--- src/cdd_pkg.sv ---
// Constants for the dual-bank clock divider and delay block
package cdd_pkg;
    // Register byte offsets and indices
    localparam logic [4:0]  REG_IN_DIV     = 5'h00;
    localparam logic [4:0]  REG_OUT_DIV    = 5'h04;
    localparam logic [4:0]  REG_LARGE      = 5'h08;
    localparam logic [4:0]  REG_FINE       = 5'h0C;
    localparam logic [4:0]  REG_SYNC       = 5'h10;
    localparam logic [4:0]  REG_STATUS     = 5'h14;
    localparam logic [2:0]  NUM_CFG        = 3'h5;
    localparam logic [2:0]  STATUS_IDX     = 3'h5;
    // Field positions
    localparam int          IND_EN_BIT     = 3;
    localparam int          IND_BANK_STEP  = 4;
    localparam int          OD_GROUP_STEP  = 4;
    localparam int          OD_TYPE_LSB    = 12;
    localparam int          LG_DDLY_LSB    = 16;
    localparam int          LG_HS_BIT      = 26;
    localparam int          FN_EN_BIT      = 5;
    localparam int          SY_EXCL_LSB    = 1;
    // Reset values: dividers bypassed, coarse delay 5, LVDS, nothing excluded
    localparam logic [31:0] CFG_RST [5]    = '{32'h0000_0000, 32'h0000_0111,
                                               32'h0005_0001, 32'h0000_0000,
                                               32'h0000_0000};
    // Serial word: register index in the low bits, data above
    localparam int          SER_W          = 32;
    localparam int          SER_IDX_W      = 3;
    // Divider and delay limits
    localparam int          IN_MIN         = 2;
    localparam int          IN_MAX         = 8;
    localparam int          SMALL_MAX      = 8;
    localparam int          LARGE_MAX      = 1045;
    localparam int          EXT_MIN        = 26;
    localparam int          DDLY_MIN       = 5;
    localparam int          DDLY_NORM_MAX  = 12;
    localparam int          DDLY_EXT_MIN   = 13;
    localparam int          DDLY_MAX       = 522;
    localparam int          REL_BASE_HALF  = 9;
    localparam int          DIV_GT1_HALF   = 2;
    localparam int          FINE_STEP_PS   = 25;
    localparam int          FINE_OFS_PS    = 500;
    localparam int          FINE_CODE_MAX  = 19;
    // Strap decode ratios
    localparam int          STRAP_LO       = 1;
    localparam int          STRAP_HI       = 2;
    localparam int          STRAP_G4_LO_L  = 8;
    localparam int          STRAP_G4_LO_H  = 4;
    localparam int          STRAP_G4_HI    = 16;
    localparam logic [1:0]  TYPE_LVDS      = 2'h0;
endpackage

--- src/cdd_top.sv ---
// Dual-bank clock divider with coarse and fine delay, serial and strap configuration
// Operation
// Bank A clock feeds outputs 0-7, bank B clock feeds outputs 8-13.
// Each bank has a shared input divider 2 to 8, enabled or bypassed; the 3-bit ratio field reaches 7 at most.
// Outputs 0-3, 4-7, 8-11 each use a small divider of ratio 1 to 8.
// Outputs 12-13 use a large divider of ratio 1 to 1045.
// Large ratio of 26 or more selects extended delay mode.
// Fine delay code in 25 ps steps to 475 ps, plus 500 ps when enabled.
// Changing fine delay may glitch the affected outputs.
// Coarse delay spans 4.5-12 cycles normally, 12.5-522 in extended mode.
// Half-step bit trims coarse delay by half a distribution period.
// Coarse delay equals count 5 to 522, minus half when half-step set.
// New coarse count applies only at a sync with group four not excluded.
// Outputs 12-13 lag outputs 8-11 by delay minus 4.5, one more if ratio above one.
// Sync aligns all active non-excluded outputs to a common rising edge.
// After reset all outputs run, dividers bypassed, LVDS type.
// Floating select means serial configuration; driven select means strap pins.
// Strap mode decodes serial pins with separate tables for select high and low.
// Serial data shifts on serial clock rise; latch rise writes addressed register.
// Sync holds affected outputs low; release restarts them with their delays.
// Groups with sync exclude set keep running through any sync.
// Half-step changes take effect at once, without a sync.
// Every divider gives fifty percent duty for odd and even ratios.
// New divider ratios load at terminal count or at sync only; the input dividers apply a new cfg_r[0] ratio at once.
//
// Decided for this implementation: the Wishbone interface to the registers and the register addresses.
`timescale 1ns/1ps
module cdd_top
    import cdd_pkg::*;
#(
    parameter int DIV_W = 12
) (
    input  wire logic        CLK_I,
    input  wire logic        SYS_RST_I,
    input  wire logic        CYC_I,
    input  wire logic        STB_I,
    input  wire logic        WE_I,
    input  wire logic [4:0]  ADR_I,
    input  wire logic [3:0]  SEL_I,
    input  wire logic [31:0] DAT_I,
    output logic      [31:0] DAT_O,
    output logic             ACK_O,
    input  wire logic        BANK_A_CLK_I,
    input  wire logic        BANK_B_CLK_I,
    input  wire logic        SYNC_I,
    input  wire logic        PIN_CTRL_FLOAT_I,
    input  wire logic        PIN_CTRL_HIGH_I,
    input  wire logic        SER_CLK_I,
    input  wire logic        SER_DATA_I,
    input  wire logic        SER_LATCH_I,
    output logic      [13:0] CLK_OUT_O,
    output logic             EXT_MODE_O,
    output logic      [9:0]  FINE_DELAY_PS_O,
    output logic      [1:0]  OUT_TYPE_O
);
    import cdd_pkg::*;

    if (DIV_W < 12) begin : g_chk
        $error("DIV_W must hold twice the largest ratio");
    end

    typedef logic [DIV_W-1:0] cdd_div_t;

    function automatic cdd_div_t clampr(input cdd_div_t v, input int lo, input int hi);
        clampr = v;
        if (v < cdd_div_t'(lo)) clampr = cdd_div_t'(lo);
        if (v > cdd_div_t'(hi)) clampr = cdd_div_t'(hi);
    endfunction

    function automatic logic [9:0] eff_ddly(input logic [9:0] d, input cdd_div_t ratio);
        if (ratio >= cdd_div_t'(EXT_MIN)) begin
            eff_ddly = 10'(clampr(cdd_div_t'(d), DDLY_EXT_MIN, DDLY_MAX));
        end else begin
            eff_ddly = 10'(clampr(cdd_div_t'(d), DDLY_MIN, DDLY_NORM_MAX));
        end
    endfunction

    function automatic logic [31:0] merge(input logic [31:0] old, input logic [31:0] nw,
                                          input logic [3:0] sel);
        for (int i = 0; i < 4; i++) begin
            merge[8*i +: 8] = sel[i] ? nw[8*i +: 8] : old[8*i +: 8];
        end
    endfunction

    logic [31:0]    cfg_r [5];
    logic           ack_r;
    logic [31:0]    dat_r;
    logic           sclk_q_r;
    logic           slat_q_r;
    logic [31:0]    shift_r;
    logic [1:0]     clk_q_r;
    logic [2:0]     icnt_r [2];
    cdd_div_t       cnt_r [4];
    cdd_div_t       ract_r [4];
    cdd_div_t       wait_r [4];
    logic [3:0]     out_r;
    logic [9:0]     ddly_act_r;
    logic           hs_q_r;
    logic           ext_r;
    logic [9:0]     fine_r;
    logic [1:0]     type_r;

    // Bus decode
    wire            req      = CYC_I & STB_I;
    wire [2:0]      wb_idx   = ADR_I[4:2];
    wire            wb_ok    = (ADR_I[1:0] == 2'h0);
    wire            wb_wr    = req & WE_I & ack_r & wb_ok & (wb_idx < NUM_CFG);
    wire [31:0]     status   = {16'h0, ext_r, PIN_CTRL_FLOAT_I, out_r, ddly_act_r};
    wire [31:0]     rd_mux   = !wb_ok ? 32'h0 :
                               (wb_idx < NUM_CFG) ? cfg_r[wb_idx] :
                               (wb_idx == STATUS_IDX) ? status : 32'h0;

    // Serial port and mode select
    wire            ser_mode = PIN_CTRL_FLOAT_I;
    wire            ser_shift = ser_mode & SER_CLK_I & ~sclk_q_r;
    wire            ser_wr   = ser_mode & SER_LATCH_I & ~slat_q_r;
    wire [2:0]      ser_idx  = shift_r[SER_IDX_W-1:0];

    // Strap decode, separate tables for select high and low
    wire            strap_g1 = PIN_CTRL_HIGH_I ? SER_DATA_I : SER_CLK_I;
    wire            strap_g2 = PIN_CTRL_HIGH_I ? SER_CLK_I : SER_LATCH_I;
    wire [3:0]      strap_bit = {SER_LATCH_I, strap_g2, strap_g1, SER_DATA_I};
    cdd_div_t       ratio_new [4];
    cdd_div_t       ratio_in [2];
    logic [1:0]     in_en;
    logic [1:0]     tick;
    for (genvar g = 0; g < 3; g++) begin : g_small
        assign ratio_new[g] = ser_mode ?
            clampr(cdd_div_t'(cfg_r[1][OD_GROUP_STEP*g +: 4]), 1, SMALL_MAX) :
            cdd_div_t'(strap_bit[g] ? STRAP_HI : STRAP_LO);
    end
    assign ratio_new[3] = ser_mode ? clampr(cdd_div_t'(cfg_r[2][10:0]), 1, LARGE_MAX) :
                          !strap_bit[3] ? cdd_div_t'(PIN_CTRL_HIGH_I ? STRAP_G4_LO_H
                                                                     : STRAP_G4_LO_L) :
                          cdd_div_t'(STRAP_G4_HI);

    // Input dividers count half periods so odd ratios keep 50% duty
    wire [1:0]      in_edge  = {BANK_B_CLK_I, BANK_A_CLK_I} ^ clk_q_r;
    for (genvar b = 0; b < 2; b++) begin : g_in
        assign ratio_in[b] = clampr(cdd_div_t'(cfg_r[0][IND_BANK_STEP*b +: 3]), IN_MIN, IN_MAX);
        assign in_en[b]    = ser_mode & cfg_r[0][IND_BANK_STEP*b + IND_EN_BIT];
        assign tick[b]     = in_edge[b] &
                             (~in_en[b] | (cdd_div_t'(icnt_r[b]) == ratio_in[b] - 1'b1));
    end
    wire [3:0]      gtick    = {tick[1], tick[1], tick[0], tick[0]};

    // Sync and delay selection
    wire [3:0]      excl     = cfg_r[4][SY_EXCL_LSB +: 4];
    wire            sync_req = SYNC_I | cfg_r[4][0];
    wire [3:0]      held     = {4{sync_req}} & ~excl;
    wire            hs_cfg   = cfg_r[2][LG_HS_BIT];
    wire            hs_chg   = hs_cfg != hs_q_r;
    wire [9:0]      ddly_nxt = eff_ddly(cfg_r[2][LG_DDLY_LSB +: 10], ratio_new[3]);
    wire cdd_div_t  rel_nxt  = cdd_div_t'({ddly_nxt, 1'b0}) - cdd_div_t'(hs_cfg)
                               - cdd_div_t'(REL_BASE_HALF)
                               + ((ratio_new[3] > cdd_div_t'(1)) ? cdd_div_t'(DIV_GT1_HALF)
                                                                 : cdd_div_t'(0));
    wire [4:0]      fine_code = (cfg_r[3][4:0] > 5'(FINE_CODE_MAX)) ? 5'(FINE_CODE_MAX)
                                                                    : cfg_r[3][4:0];
    // Fine delay is not glitch-protected; software expects glitches while changing it
    wire [9:0]      fine_nxt = cfg_r[3][FN_EN_BIT] ?
                               10'(FINE_OFS_PS) + 10'(fine_code) * 10'(FINE_STEP_PS) : 10'h0;

    assign ACK_O           = ack_r;
    assign DAT_O           = dat_r;
    assign CLK_OUT_O       = {{2{out_r[3]}}, {4{out_r[2]}}, {4{out_r[1]}}, {4{out_r[0]}}};
    assign EXT_MODE_O      = ext_r;
    assign FINE_DELAY_PS_O = fine_r;
    assign OUT_TYPE_O      = type_r;

    always_ff @(posedge CLK_I or posedge SYS_RST_I) begin
        if (SYS_RST_I) begin
            ack_r <= 1'b0;
            dat_r <= 32'h0;
        end else begin
            ack_r <= req & ~ack_r;
            dat_r <= (req & ~ack_r) ? rd_mux : 32'h0;
        end
    end

    always_ff @(posedge CLK_I or posedge SYS_RST_I) begin
        if (SYS_RST_I) begin
            for (int i = 0; i < 5; i++) begin
                cfg_r[i] <= CFG_RST[i];
            end
            sclk_q_r <= 1'b0;
            slat_q_r <= 1'b0;
            shift_r  <= 32'h0;
        end else begin
            sclk_q_r <= SER_CLK_I;
            slat_q_r <= SER_LATCH_I;
            if (ser_shift) begin
                shift_r <= {shift_r[SER_W-2:0], SER_DATA_I};
            end
            if (ser_wr && ser_idx < NUM_CFG) begin
                cfg_r[ser_idx] <= {3'h0, shift_r[SER_W-1:SER_IDX_W]};
            end
            if (wb_wr) begin
                cfg_r[wb_idx] <= merge(cfg_r[wb_idx], DAT_I, SEL_I);
            end
        end
    end

    always_ff @(posedge CLK_I or posedge SYS_RST_I) begin
        if (SYS_RST_I) begin
            clk_q_r   <= 2'h0;
            icnt_r[0] <= 3'h0;
            icnt_r[1] <= 3'h0;
        end else begin
            clk_q_r <= {BANK_B_CLK_I, BANK_A_CLK_I};
            for (int b = 0; b < 2; b++) begin
                if (!in_en[b] || tick[b]) begin
                    icnt_r[b] <= 3'h0;
                end else if (in_edge[b]) begin
                    icnt_r[b] <= icnt_r[b] + 3'h1;
                end
            end
        end
    end

    // Output dividers: toggle every ratio half periods
    always_ff @(posedge CLK_I or posedge SYS_RST_I) begin
        if (SYS_RST_I) begin
            for (int g = 0; g < 4; g++) begin
                cnt_r[g]  <= '0;
                ract_r[g] <= cdd_div_t'(1);
                wait_r[g] <= '0;
            end
            out_r      <= 4'h0;
            ddly_act_r <= 10'(DDLY_MIN);
            hs_q_r     <= 1'b0;
        end else begin
            hs_q_r <= hs_cfg;
            if (held[3]) begin
                ddly_act_r <= ddly_nxt;
            end
            for (int g = 0; g < 4; g++) begin
                if (held[g]) begin
                    out_r[g]  <= 1'b0;
                    cnt_r[g]  <= ratio_new[g] - 1'b1;
                    ract_r[g] <= ratio_new[g];
                    wait_r[g] <= (g == 3) ? rel_nxt : '0;
                end else if (g == 3 && hs_chg) begin
                    wait_r[g] <= hs_cfg ? cdd_div_t'({ract_r[g], 1'b0} - 1'b1)
                                        : cdd_div_t'(1);
                end else if (gtick[g]) begin
                    if (wait_r[g] != '0) begin
                        wait_r[g] <= wait_r[g] - 1'b1;
                    end else if (cnt_r[g] >= ract_r[g] - 1'b1) begin
                        cnt_r[g]  <= '0;
                        out_r[g]  <= ~out_r[g];
                        ract_r[g] <= ratio_new[g];
                    end else begin
                        cnt_r[g] <= cnt_r[g] + 1'b1;
                    end
                end
            end
        end
    end

    always_ff @(posedge CLK_I or posedge SYS_RST_I) begin
        if (SYS_RST_I) begin
            ext_r  <= 1'b0;
            fine_r <= 10'h0;
            type_r <= TYPE_LVDS;
        end else begin
            ext_r  <= ratio_new[3] >= cdd_div_t'(EXT_MIN);
            fine_r <= fine_nxt;
            type_r <= ser_mode ? cfg_r[1][OD_TYPE_LSB +: 2] : TYPE_LVDS;
        end
    end
endmodule

--- config.mk ---
export PLATFORM = sky130hd
export DESIGN_NAME = cdd_top
export DESIGN_NICKNAME = d
export VERILOG_FILES = /design/src/cdd_pkg.sv /design/src/cdd_top.sv
export SDC_FILE = /design/constraint.sdc
export NUM_CORES = 1
export LEC_CHECK = 0
export BUFFER_PORTS_ARGS = -buffer_cell sky130_fd_sc_hd__clkbuf_2
export CORE_MARGIN = 3
export CORE_UTILIZATION = 55
export CTS_CLUSTER_SIZE = 40
export DETAILED_ROUTE_END_ITERATION = 16
export PLACE_DENSITY = 0.71
export SLEW_MARGIN = 20
export SYNTH_ARGS = -nofsm -noshare
export SYNTH_HDL_FRONTEND = slang
export SYNTH_SLANG_ARGS = --single-unit
--- constraint.sdc ---
create_clock -name CLK_I -period 38.9 [get_ports CLK_I]
set_clock_uncertainty 0.1 [all_clocks]
set_input_delay 7.78 -clock CLK_I [delete_from_list [all_inputs] [get_ports CLK_I]]
set_output_delay 7.78 -clock CLK_I [all_outputs]
set_load 0.05 [all_outputs]
* Word level (Yosys, flattened, before mapping)
Index checks and enable logic that the tools add are counted.
W data, S select, Z words.
** Cells by class
- Mux-type cells :: 118
- Bitwise logic cells :: 31
- Reductions and logical operators :: 39
- $add $sub $neg :: 25
- Equality and inequality tests :: 9
- Multipliers :: 1
- Magnitude comparators :: 27
** Operator list (number)
- $mux W12 :: 55
- $bwmux W160 :: 2
- $mux W160 :: 2
- $mux W32 :: 7
- $demux W32 S3 :: 2
- $sub A12 B1 Y12 const B :: 15
- $bmux W32 S3 :: 1
- $mux W10 :: 6
- $add A12 B1 Y12 const B :: 4
- $ge A12 B12 Y1 :: 4
- $reduce_bool A12 Y1 :: 4
- $mux W8 :: 4
- $reduce_bool A2 Y1 :: 13
- $eq A3 B12 Y1 :: 2
- $lt A4 B1 Y1 const B :: 5
- $mux W4 :: 5
- $mux W1 :: 19
- $mux W3 :: 6
- $mux W16 :: 1
- $and A1 B1 Y1 :: 14
- $reduce_and A2 Y1 :: 7
- $add A12 B2 Y12 :: 1
- $ge A12 B5 Y1 const B :: 1
- $gt A12 B1 Y1 const B :: 1
- other kinds (35) :: 69
** Word-level totals
- Input port bits :: 54
- Register bits :: 407
- Output and inout bits :: 60
- Logic and storage cells :: 284

* Depth between registers and ports, before layout
- Depth after elaboration :: 10
- Depth in mapped cells :: 21

* Least setup slack after synthesis
No wires, ideal clock.
- Path kind :: input to register
- From :: input PIN_CTRL_FLOAT_I
- To :: register wait_r[8] (netlist bit)
- Path slack :: 27053 ps
- Setup time :: 78 ps
- Arrival :: 11670 ps
- Data required time :: 38722 ps
- Path buffers :: 3
- Stages on the path :: 18
- Cells stage by stage :: clkbuf_1 buf_2 clkbuf_1 o21ai_0 ha_1 o311a_1 o31ai_4 inv_4 nor4_1 a31oi_1 o221ai_1 a32oi_2 ha_1 fa_1 nor2_1 nand4b_1 mux2_1 a21oi_1
** Between the ends
- Word-level cells in the longest chain between the ends :: 7
- Elaborated cells on any way between the ends :: 15
- Classes of those cells :: add/sub: 3; order compare: 2; mux: 4; bitwise: 4; reduce/logical: 2
** RTL lines
- start: declaration :: line cdd_top.sv:46 : input wire logic PIN_CTRL_FLOAT_I,
- $mux W12 :: line cdd_top.sv:132 : assign ratio_new[3] = ser_mode ? clampr(cdd_div_t'(cfg_r[2][10:0]), 1, LARGE_MAX) :
- $ge A12 B5 Y1 :: line cdd_top.sv:71 : if (ratio >= cdd_div_t'(EXT_MIN)) begin
- $mux W10 :: line cdd_top.sv:71
- $sub A11 B1 Y12 :: line cdd_top.sv:154 : wire cdd_div_t rel_nxt = cdd_div_t'({ddly_nxt, 1'b0}) - cdd_div_t'(hs_cfg)
- $sub A12 B4 Y12 :: line cdd_top.sv:155 : - cdd_div_t'(REL_BASE_HALF)
- $add A12 B2 Y12 :: line cdd_top.sv:156 : + ((ratio_new[3] > cdd_div_t'(1)) ? cdd_div_t'(DIV_GT1_HALF)
- $mux W12 :: line cdd_top.sv:238 : if (held[g]) begin
- end signal: indexed assignment :: line cdd_top.sv:242 : wait_r[g] <= (g == 3) ? rel_nxt : '0;
- end signal: indexed assignment :: line cdd_top.sv:244 : wait_r[g] <= hs_cfg ? cdd_div_t'({ract_r[g], 1'b0} - 1'b1)
- end signal: indexed assignment :: line cdd_top.sv:248 : wait_r[g] <= wait_r[g] - 1'b1;
- end: declaration :: line cdd_top.sv:95 : cdd_div_t wait_r [4];
Parallel ways exist; a longest one is shown, timed or not.
A chain may end at the register's enable or synchronous reset.

* Worst setup path after layout
Ends and elaborated chain as after synthesis.

==> impl_metrics.ini <==
[sta]
worst_slew_margin_rel_pct = 28.0
fmax_ghz = 0.0856
final-setup-viol-count = 0
setup_tns_ns = 0
timing_worst_slew_pin_value_ns = 1.08
fin_worst_hold_slack_ns = 0.381
final-hold-violation-count = 0
period_share_pct = 30.0
slew_viol_final = 0
period_needed_ns = 11.68
grt_setup_unrepaired = no

[setup_path]
worst-endpoint-required_ns = 39.28
critical_path.slowest_cell = sky130_fd_sc_hd__o31ai_4
path_class = in -> reg
cp_num_buf_inv = 3
path_common_cell = sky130_fd_sc_hd__ha_1
worstPathCellList = clkbuf_2, buf_4, o21ai_0, ha_1, o311a_1, o31ai_4, inv_4, nor4_1, a31oi_1, o221ai_1, a32oi_2, ha_1, fa_1, nor2_1, nand4b_1, mux2_1, a21oi_1
cp_data_arrival_time_ns = 12.06
cp_top_family = compound AO/OA/AOI/OAI gates
worstPathMaxFanout = 35
critPathLaunchType = primary input
endpoint_kind = flip-flop
crit_path_max_incr_delay_ns = 0.50

[clock_network]
cts_inserted_buffers = 43
worstSkewPairLatency_ns = 0.57
clock_tree.buffer_depth = 3
resize_count_post_cts = 0
postCtsHoldBufs = 0
cts_num_sinks = 382
cts_root_buffer = sky130_fd_sc_hd__clkbuf_16
cts_tree = yes
register_clock_pin_slew_on_the_reported_worst_setup_and_hold_paths_ns = 0.06
cts_max_level = 2
cts_post_setup_buffers_inserted = 0

[route]
firstDrtPassIters = 5
routed-via-count = 17309
remaining_drc_errors = 0
drt_wl_total_um = 59200
detail_route.wl_per_cell_um = 21.4
vias_per_cell = 6.24
detail_route.iter0.violations = 1314
final_antenna_net_count = 0

[yosys]
synth_nets = 2308
synth.yosys.seq_area_share_pct = 43.3
synth-main-ff-cell = sky130_fd_sc_hd__dfrtp_1
synthArstFlopShare_pct = 100
flip_flop_and_latch_count_after_synthesis = 382
synth_cell_types = 87
yosys_warnings = 0
syn-instance-count = 2149
synth-edff-count = 0
mapped_cell_area_sq_um = 22100
synthesis.area_per_instance_sq_um = 10.3

[placed_design]
placement.io_buffers = 113
replace_congestion = 0.899
post-dp-hpwl_um = 38800

[global_route]
grt_pass1_wl_um = 94000
grt_antenna_before_repair = 1
first_global_vias = 17139
pin_count_of_the_biggest_net_entering_global_routing = 167
grt_util_all_layers_pct = 28.0
gr-total-overflow = 0

[min_path]
hold_path.class = reg -> reg

[floorplan]
die_height_um = 206
die_w_um = 206
design.die.area_sq_um = 42600
starting_utilization_of_the_core_area_pct = 56.4
floorplan.rows = 72
coreArea_sq_um = 39200
num_io_pins = 114

[pwr]
p_leak_uw = 0.0118
power_per_cell_area_nw_per_um2 = 61.3
ir_worst_vdd_v = 0.0000385

[layout]
syn2layout_area_growth_pct = 11.4
area_taken_by_multi_input_logic_gates_sq_um = 11800
nFillCells = 3196
regArea_sq_um = 9570
final_layout_size_suffix_gt1_share_pct = 20.2
design.final.nets = 2379

[run_status]
outcome = finished clean

[flow_run]
max_cap_viol_count = 0
==> power by group <==
| part | internal [uW] | switching, uW | leakage, uW | total, uW |
|---|---|---|---|---|
| clock | 265 | 168 | 0.000747 | 432 |
| sequential | 457 | 74.9 | 0.00517 | 531 |
| combinational | 222 | 325 | 0.00593 | 547 |
| total | 944 | 567 | 0.0118 | 1510 |
==> path summary, 6_finish.rpt <==
path                             startpoint             to  slack [ns]  cells past startpoint
max reg2reg                       cfg_r[72]      wait_r[8]       33.72                     18
max                        PIN_CTRL_FLOAT_I      wait_r[8]       27.22                     17
min                           ddly_act_r[4]  ddly_act_r[4]        0.38                      2
min in group asynchronous         SYS_RST_I  OUT_TYPE_O[1]        7.11                      2
min reg2reg                   ddly_act_r[4]  ddly_act_r[4]        0.38                      2
max in group asynchronous         SYS_RST_I    shift_r[23]       29.45                      4
==> registers in the layout, indices dropped and copies added (netlist names), 2 cells and up <==
signal	count
DAT_O	32
FINE_DELAY_PS_O	10
OUT_TYPE_O	2
cfg_r	160
clk_q_r	2
cnt_r	48
ddly_act_r	10
icnt_r	6
out_r	4
ract_r	23
shift_r	32
wait_r	48
==> worst register-to-register path, delay by kind of cell, from the launching register on <==
| kind | cells | cell delay [ns] |
|---|---|---|
| compound gates | 8 | 1.82 |
| fa+ha+maj | 3 | 1.00 |
| buf+inv | 1 | 0.17 |
| flops | 1 | 0.50 |
| mux | 1 | 0.34 |
| simple gates | 5 | 1.15 |
==> layer usage <==
metal | part of all wire (%) | global-route usage (%)
met5 | 0 | 0
met4 | 3.0 | 9.58
met3 | 6.9 | 4.35
met2 | 46 | 45.1
met1 | 44 | 38.9
==> synth_stat cells (all sizes together) (25+ instances only) <==
cell type	number	area share, %
mux2i	100	4.5
a22o	34	1.3
and3	35	0.99
ha	102	5.8
dfrtp	370	42
nor2	123	2.1
mux2	157	8.0
a21oi	49	1.1
buf	34	0.87
nand3	45	1.0
nor2b	53	1.5
o21ai	241	5.5
clkbuf	82	1.4
nor3	32	0.72
mux4	32	3.3
nand2	214	3.6
inv	74	1.3
a221o	25	1.1
xor2	34	1.3
xnor2	43	1.7
==> placed cells by master (no fill, tap or decap), drive strengths merged, types with 6 or more instances in the layout <==
master / n
a211oi: 13
a21o: 18
a21oi: 49
a221o: 25
a22o: 34
a22oi: 6
a31oi: 8
a32o: 16
and2: 19
and3: 35
buf: 29
clkbuf: 176
clkinv: 7
dfrtp: 370
dfstp: 12
ha: 102
inv: 75
mux2: 157
mux2i: 100
mux4: 32
nand2: 214
nand2b: 14
nand3: 45
nand3b: 13
nand4: 12
nand4b: 6
nor2: 123
nor2b: 53
nor3: 32
nor4: 21
o21ai: 241
o221ai: 11
o31ai: 7
or2: 9
or3: 12
xnor2: 43
xor2: 34
==> layout make-up <==
| class | instances | area share, % |
|---|---|---|
| Sequential cell | 382 | 38.9 |
| Inverter | 74 | 1.17 |
| Multi-Input combinational cell | 1577 | 47.9 |
| Antenna cell | 2 | 0.0203 |
| Clock buffer | 63 | 5.28 |
| Clock inverter | 14 | 0.849 |
| Tap cell | 518 | 2.63 |
| Timing Repair Buffer | 142 | 3.31 |
==> cell families after synthesis <==
family / Yosys count / synth area share, %
AO/OA/AOI/OAI: 476 / 14.1
XOR/XNOR: 77 / 3.05
adder cells (fa/ha/maj): 106 / 6.09
buffers and inverters: 190 / 3.53
flip-flops: 382 / 43.3
multiplexers: 289 / 15.8
AND/OR/NAND/NOR: 629 / 14.1
==> through the flow <==
| step | worst slack [ns] | instances | utilization [%] | instance area [sq um] | total power, uW |
|---|---|---|---|---|---|
| after floorplan | 20.43 | 2149 | - | 22100 | 941 |
| after global placement | 26.86 | 2692 | 58.9 | 23100 | 1050 |
| after detailed placement | 26.73 | 2692 | 58.9 | 23100 | 1080 |
| after CTS | 27.30 | 2769 | 62.8 | 24600 | 1510 |
| after global routing | 26.85 | 2771 | 62.8 | 24600 | 1610 |
| final | 27.22 | 2772 | 62.8 | 24600 | 1510 |
Note: power is estimated with default switching activity, not from simulation.
